===== config.mk =====
export PLATFORM = sky130hd
export DESIGN_NAME = icc_top
export DESIGN_NICKNAME = d
export VERILOG_FILES = /design/src/icc_pkg.sv /design/src/icc_edge.sv /design/src/icc_top.sv
export VERILOG_INCLUDE_DIRS = /design/src
export SDC_FILE = /design/constraint.sdc
export NUM_CORES = 1
export LEC_CHECK = 0
export BUFFER_PORTS_ARGS = -buffer_cell sky130_fd_sc_hd__buf_2
export CAP_MARGIN = 15
export CORE_MARGIN = 3
export CORE_UTILIZATION = 35
export DETAILED_ROUTE_END_ITERATION = 6
export PLACE_DENSITY_LB_ADDON = 0.12
export SKIP_LAST_GASP = 1
export SYNTH_ARGS = -nofsm -noshare
export SYNTH_HDL_FRONTEND = slang
export SYNTH_SLANG_ARGS = --single-unit

===== constraint.sdc =====
create_clock -name clk_sys_i -period 9.5 [get_ports clk_sys_i]
set_input_delay 1.425 -clock clk_sys_i [delete_from_list [all_inputs] [get_ports clk_sys_i]]
set_output_delay 1.425 -clock clk_sys_i [all_outputs]
set_load 0.005 [all_outputs]

===== src/icc_cfg.svh =====
// constants, register map and mode codes of the input capture channel
//
// Contract
// RULE1: enable bit 15 clear resets channel, stops clocks, blocks interrupts.
// RULE2: idle_stop bit 13 set halts the channel while cpu is idle.
// RULE3: first_edge_select bit 9 picks first edge, only in mode 110.
// RULE4: wide_capture_select bit 8 picks 32-bit or 16-bit capture.
// RULE5: timer_source_select bit 7 picks third (0) or second (1) timer, ignored at 32-bit.
// RULE6: interrupt_every_n 11/10/01/00 interrupts every 4th/3rd/2nd/2nd capture.
// RULE7: capture_overrun_flag bit 4 is read-only, set after overflow.
// RULE8: buffer_nonempty_flag bit 3 is read-only, set while data remains.
// RULE9: capture_mode_field bits 2..0; 110 is mode 6.
// RULE10: bits 31..16, 14, 12..10 of control read zero.
// RULE11: software avoids access in the cycle after clearing enable.
// RULE12: qualifying edge stores timer value; capture into full buffer is overflow.
`ifndef ICC_CFG_SVH
`define ICC_CFG_SVH

// ---------------------------------------------------------------
// register offsets
// ---------------------------------------------------------------
`define ICC_ADDR_W        4
`define ICC_OFF_CTRL      4'h0
`define ICC_OFF_BUF       4'h4
`define ICC_OFF_STAT      4'h8
`define ICC_OFF_MASK      4'hc

// ---------------------------------------------------------------
// control fields
// ---------------------------------------------------------------
`define ICC_B_ON          15
`define ICC_B_IDLE        13
`define ICC_B_FIRST_EDGE  9
`define ICC_B_WIDE        8
`define ICC_B_TSEL        7
`define ICC_B_IRH         6
`define ICC_B_IRL         5
`define ICC_B_OVF         4
`define ICC_B_BNE         3
`define ICC_B_MH          2
`define ICC_CTRL_WMASK    32'h0000_a3e7
`define ICC_CTRL_RST      32'h0000_0000

// ---------------------------------------------------------------
// modes and sizes
// ---------------------------------------------------------------
`define ICC_M_OFF         3'h0
`define ICC_M_EVERY       3'h1
`define ICC_M_FALL        3'h2
`define ICC_M_RISE        3'h3
`define ICC_M_RISE4       3'h4
`define ICC_M_RISE16      3'h5
`define ICC_M_FIRST       3'h6
`define ICC_M_WAKE        3'h7
`define ICC_DEPTH         4
`define ICC_PTR_W         2
`define ICC_CNT_W         3
`define ICC_PRE_W         4
`define ICC_PRE4          2'h3
`define ICC_PRE16         4'hf
`define ICC_EV_CAP        0
`define ICC_EV_OVF        1
`define ICC_EV_W          2

`endif


===== src/icc_pkg.sv =====
// types of the input capture channel
package icc_pkg;
  typedef enum logic [1:0] {
    ICC_ST_OFF,
    ICC_ST_FIRST,
    ICC_ST_RUN
  } icc_state_t;
endpackage


===== src/icc_edge.sv =====
// synchroniser and edge detector of the capture pin
`timescale 1ns/1ps
module icc_edge (
  input  wire logic clk_sys_i,
  input  wire logic rst_i,
  input  wire logic pin_i,
  output logic      level_o,
  output logic      rise_o,
  output logic      fall_o
);
  logic s1_reg;
  logic s2_reg;
  logic s3_reg;

  // two-flop sync, third flop for history
  always_ff @(posedge clk_sys_i or posedge rst_i) begin
    if (rst_i) begin
      s1_reg <= 1'b0;
      s2_reg <= 1'b0;
      s3_reg <= 1'b0;
    end else begin
      s1_reg <= pin_i;
      s2_reg <= s1_reg;
      s3_reg <= s2_reg;
    end
  end

  assign level_o = s2_reg;
  assign rise_o  = s2_reg & ~s3_reg;
  assign fall_o  = ~s2_reg & s3_reg;
endmodule


===== src/icc_top.sv =====
// input capture channel: control register, capture buffer, interrupt
//
// The plain strobed port and the register addresses were chosen for this implementation.
`timescale 1ns/1ps
`include "icc_cfg.svh"
module icc_top (
  input  wire logic                   clk_sys_i,
  input  wire logic                   rst_i,
  input  wire logic                   cap_pin_i,
  input  wire logic                   cpu_idle_i,
  input  wire logic [31:0]            third_timer_source_i,
  input  wire logic [31:0]            second_timer_source_i,
  input  wire logic [31:0]            wide_timer_i,
  input  wire logic [`ICC_ADDR_W-1:0] addr_i,
  input  wire logic [31:0]            wdata_i,
  input  wire logic                   wr_i,
  input  wire logic                   rd_i,
  output logic      [31:0]            rdata_o,
  output logic                        irq_o
);
  // ---------------------------------------------------------------
  // declarations
  // ---------------------------------------------------------------
  logic [31:0]              ctrl_reg;
  logic [31:0]              fifo_mem [`ICC_DEPTH];
  logic [`ICC_PTR_W-1:0]    wptr_reg;
  logic [`ICC_PTR_W-1:0]    rptr_reg;
  logic [`ICC_CNT_W-1:0]    cnt_reg;
  logic                     ovf_reg;
  logic [`ICC_PRE_W-1:0]    pre_reg;
  logic [1:0]               evn_reg;
  logic [`ICC_EV_W-1:0]     stat_reg;
  logic [`ICC_EV_W-1:0]     mask_reg;
  logic [31:0]              rdata_reg;
  logic                     irq_reg;
  icc_pkg::icc_state_t      state_reg;
  icc_pkg::icc_state_t      state_next;
  logic                     pin_lvl;
  logic                     pin_rise;
  logic                     pin_fall;

  // ---------------------------------------------------------------
  // pin edge detection
  // ---------------------------------------------------------------
  icc_edge u_edge (
    .clk_sys_i (clk_sys_i),
    .rst_i     (rst_i),
    .pin_i     (cap_pin_i),
    .level_o   (pin_lvl),
    .rise_o    (pin_rise),
    .fall_o    (pin_fall)
  );

  // ---------------------------------------------------------------
  // control field decode
  // ---------------------------------------------------------------
  wire       on_w    = ctrl_reg[`ICC_B_ON];
  wire       idle_w  = ctrl_reg[`ICC_B_IDLE];
  wire       first_edge_w = ctrl_reg[`ICC_B_FIRST_EDGE];
  wire       wide_w  = ctrl_reg[`ICC_B_WIDE];
  wire       tsel_w  = ctrl_reg[`ICC_B_TSEL];
  wire [1:0] rate_w  = ctrl_reg[`ICC_B_IRH:`ICC_B_IRL];
  wire [2:0] mode_w  = ctrl_reg[`ICC_B_MH:0];

  // channel running: on, and not halted by cpu idle
  wire run_w = on_w & ~(idle_w & cpu_idle_i); // see RULE1 see RULE2

  // ---------------------------------------------------------------
  // register bus decode
  // ---------------------------------------------------------------
  wire sel_ctrl = (addr_i == `ICC_OFF_CTRL);
  wire sel_buf  = (addr_i == `ICC_OFF_BUF);
  wire sel_stat = (addr_i == `ICC_OFF_STAT);
  wire sel_mask = (addr_i == `ICC_OFF_MASK);
  wire wr_ctrl  = wr_i & sel_ctrl;
  wire pop_w    = rd_i & sel_buf & (cnt_reg != '0);

  // ---------------------------------------------------------------
  // timer source and edge qualification
  // ---------------------------------------------------------------
  wire [31:0] tsel16_w  = tsel_w ? second_timer_source_i : third_timer_source_i; // see RULE5
  wire [31:0] tval_w    = wide_w ? wide_timer_i : {16'h0000, tsel16_w[15:0]}; // see RULE4
  wire        any_edge  = pin_rise | pin_fall;
  wire        first_hit = first_edge_w ? pin_rise : pin_fall; // see RULE3
  // low two bits only, so mode 4 repeats every fourth rise, not every sixteenth
  wire        pre_end4  = (pre_reg[1:0] == `ICC_PRE4);
  wire        pre_end16 = (pre_reg == `ICC_PRE16);

  // one flat selection of the qualifying edge per mode
  wire qual_w =
    (mode_w == `ICC_M_EVERY)  ? any_edge :
    (mode_w == `ICC_M_FALL)   ? pin_fall :
    (mode_w == `ICC_M_RISE)   ? pin_rise :
    (mode_w == `ICC_M_RISE4)  ? (pin_rise & pre_end4) :
    (mode_w == `ICC_M_RISE16) ? (pin_rise & pre_end16) :
    (mode_w == `ICC_M_FIRST)  ? ((state_reg == icc_pkg::ICC_ST_FIRST) ? first_hit : any_edge) : // see RULE9
    1'b0;

  wire cap_w  = run_w & qual_w; // see RULE12
  wire full_w = (cnt_reg == `ICC_CNT_W'(`ICC_DEPTH));
  wire push_w = cap_w & ~full_w;
  wire ovf_ev = cap_w & full_w; // see RULE12

  // interrupt cadence: 00 and 01 every second, 10 third, 11 fourth
  wire [1:0] n_last = (rate_w == 2'h3) ? 2'h3 : (rate_w == 2'h2) ? 2'h2 : 2'h1; // see RULE6
  wire       cap_ev = push_w & (evn_reg == n_last);

  // ---------------------------------------------------------------
  // first-edge state machine
  // ---------------------------------------------------------------
  always_comb begin
    state_next = state_reg;
    case (state_reg)
      icc_pkg::ICC_ST_OFF: begin
        if (on_w) begin
          state_next = icc_pkg::ICC_ST_FIRST;
        end
      end
      icc_pkg::ICC_ST_FIRST: begin
        if (cap_w) begin
          state_next = icc_pkg::ICC_ST_RUN;
        end
      end
      default: begin
        state_next = state_reg;
      end
    endcase
    if (!on_w) begin
      state_next = icc_pkg::ICC_ST_OFF; // see RULE1
    end
  end

  always_ff @(posedge clk_sys_i or posedge rst_i) begin
    if (rst_i) begin
      state_reg <= icc_pkg::ICC_ST_OFF;
    end else begin
      state_reg <= state_next;
    end
  end

  // ---------------------------------------------------------------
  // control register, writable only where implemented
  // ---------------------------------------------------------------
  always_ff @(posedge clk_sys_i or posedge rst_i) begin
    if (rst_i) begin
      ctrl_reg <= `ICC_CTRL_RST;
    end else if (wr_ctrl) begin
      ctrl_reg <= wdata_i & `ICC_CTRL_WMASK; // see RULE10
    end
  end

  // ---------------------------------------------------------------
  // capture buffer
  // ---------------------------------------------------------------
  genvar gi;
  generate
    for (gi = 0; gi < `ICC_DEPTH; gi++) begin : g_mem
      always_ff @(posedge clk_sys_i) begin
        if (push_w && wptr_reg == `ICC_PTR_W'(gi)) begin
          fifo_mem[gi] <= tval_w; // see RULE12
        end
      end
    end
  endgenerate

  // pointers, level and overflow; all cleared while disabled
  always_ff @(posedge clk_sys_i or posedge rst_i) begin
    if (rst_i) begin
      wptr_reg <= '0;
      rptr_reg <= '0;
      cnt_reg  <= '0;
      ovf_reg  <= 1'b0;
    end else if (!on_w) begin
      wptr_reg <= '0; // see RULE1
      rptr_reg <= '0;
      cnt_reg  <= '0;
      ovf_reg  <= 1'b0;
    end else begin
      wptr_reg <= wptr_reg + `ICC_PTR_W'(push_w);
      rptr_reg <= rptr_reg + `ICC_PTR_W'(pop_w);
      cnt_reg  <= cnt_reg + `ICC_CNT_W'(push_w) - `ICC_CNT_W'(pop_w);
      ovf_reg  <= ovf_reg | ovf_ev; // see RULE7
    end
  end

  // ---------------------------------------------------------------
  // prescaler and interrupt event counter
  // ---------------------------------------------------------------
  always_ff @(posedge clk_sys_i or posedge rst_i) begin
    if (rst_i) begin
      pre_reg <= '0;
      evn_reg <= '0;
    end else if (!on_w) begin
      pre_reg <= '0;
      evn_reg <= '0;
    end else begin
      if (run_w && pin_rise) begin
        pre_reg <= pre_reg + `ICC_PRE_W'(1);
      end
      if (push_w) begin
        evn_reg <= (evn_reg == n_last) ? 2'h0 : evn_reg + 2'h1; // see RULE6
      end
    end
  end

  // ---------------------------------------------------------------
  // interrupt status, mask and output
  // ---------------------------------------------------------------
  wire [`ICC_EV_W-1:0] ev_w  = {ovf_ev, cap_ev};
  wire [`ICC_EV_W-1:0] clr_w = (wr_i && sel_stat) ? wdata_i[`ICC_EV_W-1:0] : '0;

  always_ff @(posedge clk_sys_i or posedge rst_i) begin
    if (rst_i) begin
      stat_reg <= '0;
      mask_reg <= '0;
      irq_reg  <= 1'b0;
    end else begin
      stat_reg <= on_w ? ((stat_reg & ~clr_w) | ev_w) : '0; // set wins over clear, see RULE1
      if (wr_i && sel_mask) begin
        mask_reg <= wdata_i[`ICC_EV_W-1:0];
      end
      irq_reg  <= on_w & |(stat_reg & mask_reg); // see RULE1
    end
  end

  // ---------------------------------------------------------------
  // read data
  // ---------------------------------------------------------------
  wire [31:0] ctrl_rd = (ctrl_reg & `ICC_CTRL_WMASK)
                      | (32'(ovf_reg) << `ICC_B_OVF)               // see RULE7
                      | (32'(cnt_reg != '0) << `ICC_B_BNE);        // see RULE8
  wire [31:0] rd_mux =
    sel_ctrl ? ctrl_rd :
    sel_buf  ? ((cnt_reg != '0) ? fifo_mem[rptr_reg] : 32'h0000_0000) :
    sel_stat ? 32'({pin_lvl, stat_reg}) :
    sel_mask ? 32'(mask_reg) :
    32'h0000_0000;

  always_ff @(posedge clk_sys_i or posedge rst_i) begin
    if (rst_i) begin
      rdata_reg <= '0;
    end else begin
      rdata_reg <= rd_i ? rd_mux : 32'h0000_0000;
    end
  end

  assign rdata_o = rdata_reg;
  assign irq_o   = irq_reg;
endmodule


; ---- Word-level counts from Yosys, hierarchy flattened
; Memories as Yosys holds them, arrays and structs flattened.
; Cells that the tools add are included.
[op_classes]
add_sub_neg = 6
eq_ne = 23
mux = 49
n_bitwise = 26
reduce_logical = 16
[op_table]
columns = cell, count
row1 = two-way mux 32 bit, 8
row2 = OR reduction 32 bit, 3
row3 = two-way mux 2 bit, 15
row4 = two-way mux 1 bit, 20
row5 = two-way mux 16 bit, 1
row6 = OR 16 x 4 -> 16 bit, 1
row7 = OR 16 x 5 -> 16 bit, 1
row8 = bitwise AND 1 bit, 14
row9 = == test 3 bit (second input constant), 4
row10 = == test 4 bit (second input constant), 3
row11 = == test 2 bit (second input constant), 5
row12 = two-way mux 4 bit, 2
row13 = logical AND 1 bit, 7
row14 = == test 3 x 2 -> 1 bit (second input constant), 2
row15 = two-way mux 3 bit, 2
row16 = adder 2 x 1 -> 2 bit, 2
row17 = adder 4 x 1 -> 4 bit (second input constant), 1
row18 = bitwise AND 2 bit, 2
row19 = == test 2 x 1 -> 1 bit (second input constant), 2
row20 = == test 4 x 3 -> 1 bit (second input constant), 1
row21 = logical NOT 2 bit, 2
row22 = logical NOT 4 bit, 1
row23 = inequality test 2 x 1 -> 1 bit (second input constant), 2
row24 = NOT 1 bit, 4
row25 = other kinds (14), 15
[word_totals]
register_bits = 66
ram_bits = 128
in_bits = 138
out_inout_bits = 33
word_cells = 136
memories = 1
[memory_table]
columns = memory, depth, word_bits, read_ports, rd_clocked_by_memory_dff, wr, line_no
row1 = fifo_mem, 4, 32, 1, 0, 1, icc_top.sv:25  ; logic [31:0] fifo_mem [`ICC_DEPTH];

; ---- Logic depth before layout (Yosys ltp)
[depth]
depth_word = 19
ltp_mapped = 13
ltp_nobuf = 13

; ---- By module
; Synthesis repeated with hierarchy kept, for this count alone.
[unflattened]
cells_unflattened = 469
area_unflattened_um2 = 7817.5
[by_module_without_submodules]
columns = module, n_inst, cells_per_inst, area_per_inst_um2, seq_area_each_um2
row1 = icc_top, 1, 463, 7723.7, 5420.2
row2 = icc_edge, 1, 6, 93.8, 75.1

; ---- Least setup slack after synthesis
; No wires, ideal clock.
[synth_path]
path_type = input to register
startpoint = input port cpu_idle_i
endpoint = memory fifo_mem[1][0], enable pin
t_arrival_ns = 4.430
t_required_ns = 9.032
path_slack_ns = 4.602
path_stages = 5
path_buffers = 0
path_cell_list = nand2_1 > o211ai_1 > nor4_2 > nand2_4 > nor3b_1
[synth_between]
elab_chain_len = 12
word_cells_on_any_way = 26
classes_between = mux: 14 / bitwise: 5 / reduce/logical: 7
[synth_lines]
columns = element, line_no
row1 = "start, declared", icc_top.sv:10  ; input wire logic cpu_idle_i,
row2 = bitwise AND 1 bit (*), icc_top.sv:66  ; wire run_w = on_w & ~(idle_w & cpu_idle_i);
row3 = NOT 1 bit (*), icc_top.sv:66
row4 = bitwise AND 1 bit (*), icc_top.sv:66
row5 = bitwise AND 1 bit (*), icc_top.sv:99  ; wire cap_w = run_w & qual_w;
row6 = bitwise AND 1 bit (*), icc_top.sv:101  ; wire push_w = cap_w & ~full_w;
row7 = logical AND 1 bit, icc_top.sv:159  ; if (push_w && wptr_reg == `ICC_PTR_W'(gi)) begin
row8 = two-way mux 1 bit, icc_top.sv:159
row9 = two-way mux 1 bit (implied by the code), icc_top.sv:160  ; fifo_mem[gi] <= tval_w;
row10 = OR reduction 32 bit (no source line), n/a
row11 = two-way mux 2 bit (no source line) or two-way mux 1 bit (tied branches) (3 in series), n/a
row12 = "end, declared", icc_top.sv:25
; Every way passes the cells marked *; elsewhere a longest branch is shown, timed or not.

; ---- Final worst setup path
[layout_path]
startpoint = input port addr_i[1]
endpoint = register cnt_reg[2]
[layout_between]
elab_chain_len = 5
[layout_lines]
columns = element, line_no
row1 = "start, declared", icc_top.sv:14  ; input wire logic [`ICC_ADDR_W-1:0] addr_i,
row2 = == test 4 x 3 -> 1 bit (no source line), n/a
row3 = bitwise AND 1 bit (2 in series), icc_top.sv:76  ; wire pop_w = rd_i & sel_buf & (cnt_reg != '0);
row4 = subtractor 3 x 1 -> 3 bit, icc_top.sv:181  ; cnt_reg <= cnt_reg + `ICC_CNT_W'(push_w) - `ICC_CNT_W'(pop_w);
row5 = two-way mux 3 bit, icc_top.sv:173  ; end else if (!on_w) begin
row6 = "end signal, assigned", icc_top.sv:181
row7 = "end, declared", icc_top.sv:28  ; logic [`ICC_CNT_W-1:0] cnt_reg;
; No other way between the ends.
; A chain may end at the register's enable or synchronous reset.

==> metrics.md <==
| Metric | Value |
|---|---|
| Critical path endpoint category | `flop` |
| Fill cell count | `just under 2000` |
| Critical path type | `input port to flop` |
| Setup Fix Bufs, Post-CTS | `0` |
| Min-Delay Path Class | `flop to flop` |
| Vias | `4310` |
| Setup_tns | `0 ns` |
| Synth warn | `0` |
| Pre-antenna DRT Iters | `4` |
| PortBufs | `~120` |
| Tcrit/Tclk final | `36.50%` |
| DRC violations left | `0` |
| Unrepaired setup endpoints after global routing | `false` |
| Reg-to-reg setup timing slack | `6.54 ns` |
| # IOs | `171` |
| Largest net degree at the start of global routing | `67` |
| Leak pwr | `3.754 nW` |
| Die W | `155.8 um` |
| HPWL Detailed | `~10 mm` |
| Max Clock Skew | `0.009167 ns` |
| #FFs+latches synth | `194` |
| H-Tree Depth | `4` |
| Place WS | `approximately 5.5 ns` |
| Avg WL per Cell | `approximately 19 um` |
| MaxCap Viol Count | `0` |
| Syn-to-layout area delta | `18.71%` |
| CTS tree | `yes` |
| Maximum root-to-sink buffer count | `2` |
| Vias in the first global route | `4664` |
| ANT nets after route | `0` |
| Post-synth net total | `617` |
| Status | `completed` |
| TritonCTS buffer count | `17` |
| Initial antenna violation count | `0` |
| Worst-Skew Late Latency | `0.43 ns` |
| Clock root cell | `clkbuf_16` |
| Post-layout util | `42.44%` |
| Nets | `734` |
| Core ar. | `0.02196 mm2` |
| Die Area | `0.02426 mm2` |
| Final hold vios | `0` |
| Commonest non-fill, non-tap cell in the layout | `edfxtp_1` |
| Die height | `155.8 um` |
| Via/cell ratio | `between 4 and 5` |
| Peak VDD IR | `84.37 uV` |
| Max reg flops | `128` |
| Slew HR | `28.80%` |
| Worst hold margin | `0.3722 ns` |
| Sequential share of the synthesized area | `70.00%` |
| CTS resizes | `0` |
| Crit path DAT | `roughly 3.8 ns` |
| Slew Limit Fails | `0` |
| Initial Util | `35.75%` |
| CP Max Fanout | `11` |
| Antenna diodes | `0` |
| Mapped Area | `0.007850 mm2` |
| # rows | `54` |
| Detailed Route WL | `around 17 mm` |
| Worst Max-Slew Pin Slew | `1.068 ns` |
| Fmax achieved | `just under 300 MHz` |
| Share of layout cells above drive strength 1 | `around a third` |
| Pwr/cell area | `204.6 mW/mm2` |
| Syn avg cell area | `between 15 and 20 um2` |
| Crit path time final | `3.468 ns` |
| RePlAce Congestion | `0.7285` |
| Data required, critical path | `just under 10 ns` |
| Critical Path Start Type | `input port` |
| Final setup vio count | `0` |
| Tot GR Track Use | `about 14%` |
| Unique masters post-synth | `48` |
| Overflow after GRT | `0` |
| Final WS setup | `between 6 and 7 ns` |
| Most frequent cells in the layout | `edfxtp_1, buf_2, dfrtp_1, mux4_2, and2_1` |
| Clk pin slew, worst setup/hold paths | `0.07 ns` |
| Starting DRT DRC Count | `about 170` |
| Sink Count | `between 150 and 200` |
| First-pass GRT wire length | `roughly 26 mm` |
| Hold_buf cts | `0` |
| Cell count after synthesis | `471` |
==> layout make-up <==
cell class | count | area (um2) | area share (%)
well taps | 280 | 350.3 | 3.759
repair buffers | 123 | 633.1 | 6.794
flip-flops and latches | 194 | 5498 | 59.00
clock buffers | 19 | 432.9 | 4.646
inverters | 8 | 31.28 | 0.3357
multi-input cells | 244 | 2238 | 24.02
clock inverters | 13 | 135.1 | 1.450
==> metrics by stage <==
stage	area [um2]	instances	total power, mW
detailed placement	8751	849	1.244
global route	9319	881	1.998
finish	9319	881	1.907
global placement	8751	849	1.232
floorplan	7850	471	1.160
CTS	9319	881	1.935
==> worst paths after layout <==
path | from | endpoint | cells after the start
worst max-delay path | addr_i[1] | cnt_reg[2] | 11
worst min-delay path | u_edge.s1_reg | u_edge.level_o | 0
worst max register to register | u_edge.level_o | cnt_reg[2] | 12
worst min register to register | u_edge.s1_reg | u_edge.level_o | 0
max in group asynchronous | rst_i | rptr_reg[0] | 3
min in group asynchronous | rst_i | irq_o | 3
==> cell families (layout without fill, tap and decap cells) <==
logic type	count (synthesis)	after routing	synth area share (%)
XOR/XNOR	7	7	0.7810
flip-flops	194	194	70.00
AND/OR/NAND/NOR	115	115	8.447
adder cells (fa/ha/maj)	8	8	1.371
multiplexers	63	63	13.39
AO/OA/AOI/OAI	51	51	4.335
buffers and inverters	33	163	1.674
==> layer usage <==
| layer | global-route usage (%) | part of all wire [%] |
|---|---|---|
| met5 | 0 | 0 |
| met4 | 4.289 | 1.4 |
| met3 | 3.634 | 4.7 |
| met2 | 24.00 | 49 |
| met1 | 18.39 | 45 |
==> critical path: stages <==
cell	delay, ns
buf_2	0.11
nor2_1	0.29
and4b_1	0.27
and2_1	0.47
ha_1	0.32
inv_1	0.06
ha_1	0.13
inv_1	0.05
fa_1	0.38
xnor2_1	0.13
and2_1	0.15
==> where the power goes <==
part	switching, mW	internal [mW]
registers	0.0486	0.976
logic	0.110	0.0867
clock network	0.335	0.351
==> synthesized netlist by cell type, drive strengths merged <==
cell type	instances	share of area [%]
a22o	9	1.0
or4	1	0.096
a41oi	1	0.11
inv	8	0.38
nor2b	7	0.56
or3	1	0.080
nand4	2	0.16
o22a	1	0.11
nand2b	2	0.16
a21o	1	0.096
ha	7	1.1
o211ai	1	0.096
o21ai	25	1.6
mux4	32	9.2
nor4b	1	0.11
a21oi	1	0.064
nor3b	3	0.29
nand2	27	1.4
mux2i	18	2.3
clkbuf	19	0.91
and4	1	0.13
dfrtp	66	21
and3	21	1.7
and4b	1	0.13
nor4	3	0.32
and2	29	2.3
a22oi	3	0.29
o21a	3	0.29
a211oi	1	0.16
a31oi	1	0.080
nor2	5	0.24
fa	1	0.26
o211a	1	0.13
buf	6	0.38
nor3	5	0.32
edfxtp	128	49
nand3	5	0.32
a32o	1	0.13
xnor2	4	0.45
a21boi	2	0.19
mux2	13	1.9
and4bb	1	0.16
xor2	3	0.33
Note: power is estimated with default switching activity, not from simulation.
